File: src/wdtc_consts.svh
// Register offsets, field positions, reset values and counts for the watchdog timer.
`ifndef WDTC_CONSTS_SVH
`define WDTC_CONSTS_SVH

// Register bus geometry and the single control and status register.
`define WDTC_ADDR_W        4
`define WDTC_CTRL_OFS      4'h0
`define WDTC_RDATA_IDLE    8'h00

// Field positions in the control and status register.
`define WDTC_BIT_FLAG      7
`define WDTC_BIT_IRQ_EN    6
`define WDTC_BIT_SEL3      5
`define WDTC_BIT_CHG_EN    4
`define WDTC_BIT_RST_EN    3
`define WDTC_BIT_SEL_HI    2
`define WDTC_BIT_SEL_LO    0

// Reset values of the stored fields.
`define WDTC_RST_FLAG      1'h0
`define WDTC_RST_IRQ_EN    1'h0
`define WDTC_RST_RST_EN    1'h0
`define WDTC_RST_SEL       4'h0

// Change window length in system clock cycles.
`define WDTC_CHG_CYCLES    3'h4
`define WDTC_CHG_IDLE      3'h0

// Oscillator period table: shortest period and the last defined code.
`define WDTC_CNT_W         21
`define WDTC_PERIOD_MIN    21'h000800
`define WDTC_SEL_MAX       4'h9
`define WDTC_CNT_ZERO      21'h000000
`define WDTC_CNT_ONE       21'h000001

`endif

File: src/wdtc_pkg.sv
// Shared types of the watchdog timer.
package wdtc_pkg;

    // Operating mode, as decoded from the fuse and the two enable bits.
    typedef enum logic [1:0] {
        WDTC_STOPPED,
        WDTC_IRQ_ONLY,
        WDTC_RESET_ONLY,
        WDTC_IRQ_THEN_RESET
    } wdtc_mode_e;

endpackage

File: src/wdtc_counter.sv
// Oscillator cycle counter with selectable time-out period.
`include "wdtc_consts.svh"

module wdtc_counter #(
    parameter int CNT_W = `WDTC_CNT_W
) (
    // Clock and reset.
    input  wire logic             clk_i,
    input  wire logic             resetn_i,
    // Control.
    input  wire logic             run_i,
    input  wire logic             restart_i,
    input  wire logic             tick_i,
    input  wire logic [3:0]       sel_i,
    // Event.
    output logic                  timeout_o
);

    logic [CNT_W-1:0] cnt_ff;
    logic [CNT_W-1:0] nxt_cnt;
    logic [3:0]       sel_eff;
    logic [CNT_W-1:0] limit;
    logic             at_end;

    ////////////////////////////////////////////////////////////////////////////
    // Period decode: reserved codes fall back to the longest defined period.
    assign sel_eff = (sel_i > `WDTC_SEL_MAX) ? `WDTC_SEL_MAX : sel_i;
    assign limit   = CNT_W'(`WDTC_PERIOD_MIN) << sel_eff;
    assign at_end  = (cnt_ff == (limit - CNT_W'(`WDTC_CNT_ONE)));

    // A restart wins over a tick, so the count always resumes from zero.
    assign nxt_cnt = (!run_i || restart_i) ? CNT_W'(`WDTC_CNT_ZERO) :
                     !tick_i               ? cnt_ff :
                     at_end                ? CNT_W'(`WDTC_CNT_ZERO) :
                                             cnt_ff + CNT_W'(`WDTC_CNT_ONE);

    ////////////////////////////////////////////////////////////////////////////
    // Count register.
    always_ff @(posedge clk_i) begin
        if (!resetn_i) begin
            cnt_ff <= CNT_W'(`WDTC_CNT_ZERO);
        end else begin
            cnt_ff <= nxt_cnt;
        end
    end

    // Time-out is combinational so the control logic reacts in the same cycle.
    assign timeout_o = run_i && !restart_i && tick_i && at_end;
endmodule

File: src/wdtc_top.sv
// Watchdog timer: control and status register, mode decode, time-out actions.
//
// Our own choices: the plain strobed port and the address map.
`include "wdtc_consts.svh"

module wdtc_top #(
    parameter int CNT_W = `WDTC_CNT_W
) (
    // Clock and reset.
    input  wire logic                    clk_i,
    input  wire logic                    resetn_i,
    // Register port.
    input  wire logic [`WDTC_ADDR_W-1:0] addr_i,
    input  wire logic [7:0]              wdata_i,
    input  wire logic                    wr_i,
    input  wire logic                    rd_i,
    output logic      [7:0]              rdata_o,
    // Processor side.
    input  wire logic                    osc_tick_i,
    input  wire logic                    restart_i,
    input  wire logic                    vector_ack_i,
    input  wire logic                    global_irq_en_i,
    // Fuse and reset status.
    input  wire logic                    always_on_fuse_i,
    input  wire logic                    reset_cause_flag_i,
    // Outputs to the system.
    output logic                         irq_req_o,
    output logic                         sys_reset_o
);

    // Stored register state.
    logic                    flag_ff;
    logic                    irq_en_ff;
    logic                    rst_en_ff;
    logic [3:0]              sel_ff;
    logic [2:0]              chg_cnt_ff;
    logic                    irq_ff;
    logic                    sys_reset_ff;
    logic [7:0]              rdata_ff;

    // Next values.
    logic                    nxt_flag;
    logic                    nxt_irq_en;
    logic                    nxt_rst_en;
    logic [3:0]              nxt_sel;
    logic [2:0]              nxt_chg_cnt;
    logic [7:0]              nxt_rdata;

    // Decoded terms.
    logic                    wr_hit;
    logic                    rd_hit;
    logic                    rst_en_eff;
    logic                    irq_en_eff;
    logic                    chg_open;
    logic                    chg_start;
    logic                    rst_en_clear_ok;
    logic                    wr_flag_one;
    logic                    timeout;
    logic                    to_irq;
    logic                    to_reset;
    logic                    vec_clear_en;
    logic                    run;
    logic [7:0]              reg_view;
    wdtc_pkg::wdtc_mode_e    mode;

    ////////////////////////////////////////////////////////////////////////////
    // Address decode. Only one register exists; other addresses read zero.
    assign wr_hit = wr_i && (addr_i == `WDTC_CTRL_OFS);
    assign rd_hit = rd_i && (addr_i == `WDTC_CTRL_OFS);

    ////////////////////////////////////////////////////////////////////////////
    // Effective enables. The fuse and the reset-cause flag override the stored
    // bits without changing them, so the stored value returns once they drop.
    assign rst_en_eff = rst_en_ff || always_on_fuse_i || reset_cause_flag_i;
    assign irq_en_eff = irq_en_ff && !always_on_fuse_i;

    // Mode decode from the fuse and the two effective enables.
    always_comb begin
        case ({always_on_fuse_i, rst_en_eff, irq_en_eff})
            3'h0:    mode = wdtc_pkg::WDTC_STOPPED;
            3'h1:    mode = wdtc_pkg::WDTC_IRQ_ONLY;
            3'h2:    mode = wdtc_pkg::WDTC_RESET_ONLY;
            3'h3:    mode = wdtc_pkg::WDTC_IRQ_THEN_RESET;
            default: mode = wdtc_pkg::WDTC_RESET_ONLY;
        endcase
    end

    assign run = (mode != wdtc_pkg::WDTC_STOPPED);

    ////////////////////////////////////////////////////////////////////////////
    // Oscillator cycle counter.
    wdtc_counter #(
        .CNT_W     (CNT_W)
    ) u_counter (
        .clk_i     (clk_i),
        .resetn_i  (resetn_i),
        .run_i     (run),
        .restart_i (restart_i),
        .tick_i    (osc_tick_i),
        .sel_i     (sel_ff),
        .timeout_o (timeout)
    );

    ////////////////////////////////////////////////////////////////////////////
    // Time-out actions. In the combined mode the first time-out only raises
    // the flag; a second one while the flag is still pending resets.
    assign to_irq   = timeout && ((mode == wdtc_pkg::WDTC_IRQ_ONLY) ||
                      ((mode == wdtc_pkg::WDTC_IRQ_THEN_RESET) && !flag_ff));
    assign to_reset = timeout && ((mode == wdtc_pkg::WDTC_RESET_ONLY) ||
                      ((mode == wdtc_pkg::WDTC_IRQ_THEN_RESET) && flag_ff));

    ////////////////////////////////////////////////////////////////////////////
    // Interrupt flag: set wins over both clear sources.
    assign wr_flag_one = wr_hit && wdata_i[`WDTC_BIT_FLAG];
    assign nxt_flag    = to_irq ||
                         (flag_ff && !vector_ack_i && !wr_flag_one);

    ////////////////////////////////////////////////////////////////////////////
    // Interrupt enable: software write wins; vector in combined mode clears it.
    assign vec_clear_en = vector_ack_i && (mode == wdtc_pkg::WDTC_IRQ_THEN_RESET);
    assign nxt_irq_en   = wr_hit       ? wdata_i[`WDTC_BIT_IRQ_EN] :
                          vec_clear_en ? 1'b0 :
                                         irq_en_ff;

    ////////////////////////////////////////////////////////////////////////////
    // Change window. Opening it needs change enable and reset enable in one
    // write; it then stays open for a fixed number of system clock cycles.
    assign chg_start   = wr_hit && wdata_i[`WDTC_BIT_CHG_EN] && wdata_i[`WDTC_BIT_RST_EN];
    assign chg_open    = (chg_cnt_ff != `WDTC_CHG_IDLE);
    assign nxt_chg_cnt = chg_start ? `WDTC_CHG_CYCLES :
                         chg_open  ? chg_cnt_ff - 3'h1 :
                                     `WDTC_CHG_IDLE;

    ////////////////////////////////////////////////////////////////////////////
    // Protected fields. Setting reset enable is always allowed; clearing it
    // and changing the period need the window, and a pending reset-cause
    // flag blocks the clear so repeated failures keep resetting.
    assign rst_en_clear_ok = chg_open && !reset_cause_flag_i;
    assign nxt_rst_en = wr_hit ? (wdata_i[`WDTC_BIT_RST_EN] ||
                                  (rst_en_ff && !rst_en_clear_ok)) : rst_en_ff;
    assign nxt_sel    = (wr_hit && chg_open) ?
                        {wdata_i[`WDTC_BIT_SEL3],
                         wdata_i[`WDTC_BIT_SEL_HI:`WDTC_BIT_SEL_LO]} : sel_ff;

    ////////////////////////////////////////////////////////////////////////////
    // Read view and read data, valid only in the cycle after the strobe.
    assign reg_view  = {flag_ff, irq_en_eff, sel_ff[3], chg_open,
                        rst_en_eff, sel_ff[2:0]};
    assign nxt_rdata = rd_hit ? reg_view : `WDTC_RDATA_IDLE;

    ////////////////////////////////////////////////////////////////////////////
    // Control and status registers.
    always_ff @(posedge clk_i) begin
        if (!resetn_i) begin
            flag_ff    <= `WDTC_RST_FLAG;
            irq_en_ff  <= `WDTC_RST_IRQ_EN;
            rst_en_ff  <= `WDTC_RST_RST_EN;
            sel_ff     <= `WDTC_RST_SEL;
            chg_cnt_ff <= `WDTC_CHG_IDLE;
        end else begin
            flag_ff    <= nxt_flag;
            irq_en_ff  <= nxt_irq_en;
            rst_en_ff  <= nxt_rst_en;
            sel_ff     <= nxt_sel;
            chg_cnt_ff <= nxt_chg_cnt;
        end
    end

    // Output registers. The request is gated by the global enable here, so
    // software masking takes effect one cycle later.
    always_ff @(posedge clk_i) begin
        if (!resetn_i) begin
            irq_ff       <= 1'b0;
            sys_reset_ff <= 1'b0;
            rdata_ff     <= `WDTC_RDATA_IDLE;
        end else begin
            irq_ff       <= flag_ff && irq_en_eff && global_irq_en_i;
            sys_reset_ff <= to_reset;
            rdata_ff     <= nxt_rdata;
        end
    end

    assign irq_req_o   = irq_ff;
    assign sys_reset_o = sys_reset_ff;
    assign rdata_o     = rdata_ff;
endmodule

File: config.mk
export PLATFORM = sky130hd
export DESIGN_NAME = wdtc_top
export DESIGN_NICKNAME = d
export VERILOG_FILES = /design/src/wdtc_pkg.sv /design/src/wdtc_counter.sv /design/src/wdtc_top.sv
export VERILOG_INCLUDE_DIRS = /design/src /design/src/src
export SDC_FILE = /design/constraint.sdc
export NUM_CORES = 1
export LEC_CHECK = 0
export BUFFER_PORTS_ARGS = -buffer_cell sky130_fd_sc_hd__buf_2
export CAP_MARGIN = 20
export CORE_MARGIN = 2
export CORE_UTILIZATION = 50
export DETAILED_ROUTE_END_ITERATION = 6
export PLACE_DENSITY = 0.77
export SYNTH_ARGS = -nofsm -noshare
export SYNTH_HDL_FRONTEND = slang
export SYNTH_HIERARCHICAL = 1
export SYNTH_SLANG_ARGS = --single-unit
File: constraint.sdc
create_clock -name clk_i -period 3.3 [get_ports clk_i]
set_input_delay 0.165 -clock clk_i [delete_from_list [all_inputs] [get_ports clk_i]]
set_output_delay 0.165 -clock clk_i [all_outputs]
set_load 0.02 [all_outputs]
==> impl_metrics.yaml <==
outcome:
  status: "complete, no violations"
global_route:
  grt-ovfl-total: 0
  wire_length_of_the_first_global_routing_pass_um: 7620
  grt_max_degree: 23
  grt_antenna_before_repair: 0
  first_global_vias: 1670
  grt_usage_pct: 19.5
floorplanning:
  dieHeight_um: 69.8
  start_util_pct: 53.0
  placeableCoreArea_um2: 4090
  chipWidth_um: 69.8
  fp-row-count: 23
  ios: 32
  die_footprint_um2: 4880
detailed_routing:
  drtIter0Drc: 137
  drcViolationCount: 0
  detailroute.via_count: 1854
  final_antenna_net_count: 0
  drtPass1Iterations: 4
  routed_wirelength_um: 4550
  detail_route.vias_per_cell: 5.64
  route.detailed.wl_per_inst_um: 13.8
worst_setup_path:
  path_class: "flip-flop to flip-flop"
  peak_fanout_along_the_critical_path: 9
  critical_path_depth: 8
  crit_path_end_kind: "flip-flop"
  startpoint_type: "flip-flop"
  crit_path_max_cell_delay_ns: 0.61
  worst-endpoint-arrival_ns: 3.29
  cp_num_buf_inv: 1
  path_cells: "or4b_2 -> ha_1 -> or4b_1 -> a21oi_1 -> o21ai_0 -> a2111oi_1 -> buf_4 -> a41o_1"
  worstReg2RegStart: "sel_ff[0]$_SDFFE_PN0P_"
  critPathRequiredTime_ns: 3.54
  critical-path-slowest-cell: "or4b_2"
  worst_path_dominant_cell_family: "simple AND/OR/NAND/NOR gates"
  reg2regPathDepth: 8
  setup.worst_path.start: "sel_ff[0]$_SDFFE_PN0P_"
yosys:
  yosys_warnings: 6
  syn_nets: 269
  most_instantiated_flip_flop_cell_in_the_synthesis_netlist: "dfxtp_1"
  syn-instance-count: 243
  post_synth_num_cell_types: 51
  synth_edf_count: 0
  synthArstFlopShare_pct: 0
  synth.cell_area_um2: 2170
  postSynthAreaPerCell_um2: 8.92
  ff_latch_count_synth: 41
  seq_area_frac_synth_pct: 37.9
sta:
  setup-violations-final: 0
  finalCriticalPeriod_ns: 3.05
  max_freq_ghz: 0.328
  rsz_0062_raised_after_global_routing: "false"
  final_max_slew_viol_count: 0
  worst_clock_skew_ns: 0.00585
  fin_tns_setup_ns: 0
  slew_headroom_pct: 46.8
  layout_worst_path_cycle_share_pct: 92.4
  worst_pin_slew_ns: 0.796
  finalHoldViolations: 0
final_layout:
  mostFrequentLayoutCell: "dfxtp_1"
  area.growth.synth_to_final_pct: 14.0
  antenna-diode-count: 0
  finish.utilization_pct: 60.4
  nNetsFinal: 304
  final_cell_mix: "dfxtp_1 (41), buf_2 (31), nand2_1 (24), nor2_1 (20), a211oi_1 (16)"
  proportion_of_layout_cells_with_a_drive_suffix_above_1_pct: 18.6
clock_tree:
  clock_sink_count: 41
  clock_insertion_delay_worst_skew_ns: 0.29
  tritoncts: "built"
  max-clock-path-buffers: 2
  clock_tree.htree_level_count: 2
  postCtsSetupBuffers: 0
  cts-hold-fix-buffers: 0
  cts_inserted_buffers: 5
  cts_root_buffer: "clkbuf_8"
  worst_setup_hold_path_clk_slew_ns: 0.07
pwr:
  power.static_leakage_uw: 0.000925
  ir_worst_vdd_v: 0.000291
  cellPowerDensity_nw_per_um2: 387
min_path:
  hold_path_depth: 3
  min-delay-start: "wdata_i[6]"
  min-delay-path-class: "input pin to flip-flop"
run:
  drv_cap: 0
placement:
  place.gp.congestion: 0.921
  portBuffers: 31
  place.detailed.hpwl_um: 3330
-- metal layers --
layer	vias to the layer above	global-route usage, %	share of wire, %
met1	865	25.4	49
li1	951	-	-
met3	5	5.67	3.6
met2	33	30.2	46
met5	-	0	0
met4	0	7.91	1.7
-- worst paths after layout --
| path | endpoint | slack [ns] |
|---|---|---|
| hold reg to reg | chg_cnt_ff[0]$_SDFF_PP0_ | 0.42 |
| setup / recovery | flag_ff$_SDFF_PN0_ | 0.25 |
| setup reg to reg | flag_ff$_SDFF_PN0_ | 0.25 |
| hold / removal | irq_en_ff$_SDFFE_PN0P_ | 0.11 |
-- final cells by class --
class | instances | area (µm²)
clock buffer | 6 | 72.6
clock inverter | 2 | 10.0
fill | 369 | 1620
inverter | 9 | 33.8
multi-input combinational | 183 | 1260
sequential | 41 | 821
tap | 50 | 62.6
timing repair buffer | 38 | 208
-- state kept, by name, summed over array words and instances (netlist names) --
register / flops
u_counter/cnt_ff: 21
flag_ff: 1
irq_req_o: 1
rst_en_ff: 1
rdata_o: 8
irq_en_ff: 1
chg_cnt_ff: 3
sel_ff: 4
sys_reset_o: 1
-- per-stage QoR --
stage | instance area [µm²] | std cells | setup slack (ns) | power, µW | hold slack [ns]
3_5_place_dp | 2390 | 321 | 0.235 | 654 | 0.411
2_1_floorplan | 2170 | 243 | 0.233 | 620 | 0.304
5_1_grt | 2470 | 329 | 0.0334 | 1000 | 0.121
4_1_cts | 2470 | 329 | 0.202 | 965 | 0.101
6_report | 2470 | 329 | 0.251 | 956 | 0.108
3_3_place_gp | 2390 | 321 | 0.190 | 651 | 0.403
-- what timing repair did --
action / CTS / global route
gates resized for setup: 0 / 1
endpoints found under the setup margin: 0 / 2
endpoints found under the hold margin: 0 / 0
-- kinds of logic after synthesis --
logic type | share of synthesized area [%]
mux | 2.83
xor+xnor | 9.30
fa+ha+maj | 2.31
flops | 37.9
buf+inv | 3.93
compound gates | 15.9
simple gates | 27.9
-- synthesized netlist by cell type (all sizes together) (2+ instances only) --
cell type  number  area [µm²]
o21ai           2        10.0
a21oi           6        30.0
a2111oi         2        36.3
xnor2          14         123
nand2          24        90.1
inv             9        33.8
o22ai           2        12.5
dfxtp          41         821
o311ai          2        17.5
clkbuf          6        22.5
nor2b           4        25.0
o211a           2        20.0
o21bai          2        15.0
xor2            9        78.8
buf             4        28.8
or3             4        25.0
nor2           20        75.1
and4            4        35.0
nand2b          4        25.0
nand3          10        50.1
mux2i           5        50.1
and2            6        37.5
nand4           7        43.8
ha              4        50.1
or4b            2        20.0
nor4            2        12.5
nor3            5        36.3
a211oi         16         120
o21a            3        22.5
and3            4        25.0
or4             4        37.5
nor4b           2        32.5
-- tightest hold or removal path, stage by stage --
cell and delay, ns:
buf_2 0.10, nand2_1 0.04, mux2i_1 0.05
-- where the power goes --
part / leakage [µW] / internal, µW / switching, µW / total, µW
clock: 0.0000450 / 146 / 166 / 313
sequential: 0.000331 / 509 / 9.58 / 519
combinational: 0.000550 / 53.9 / 71.2 / 125
Power figures use the tool's default switching activity.
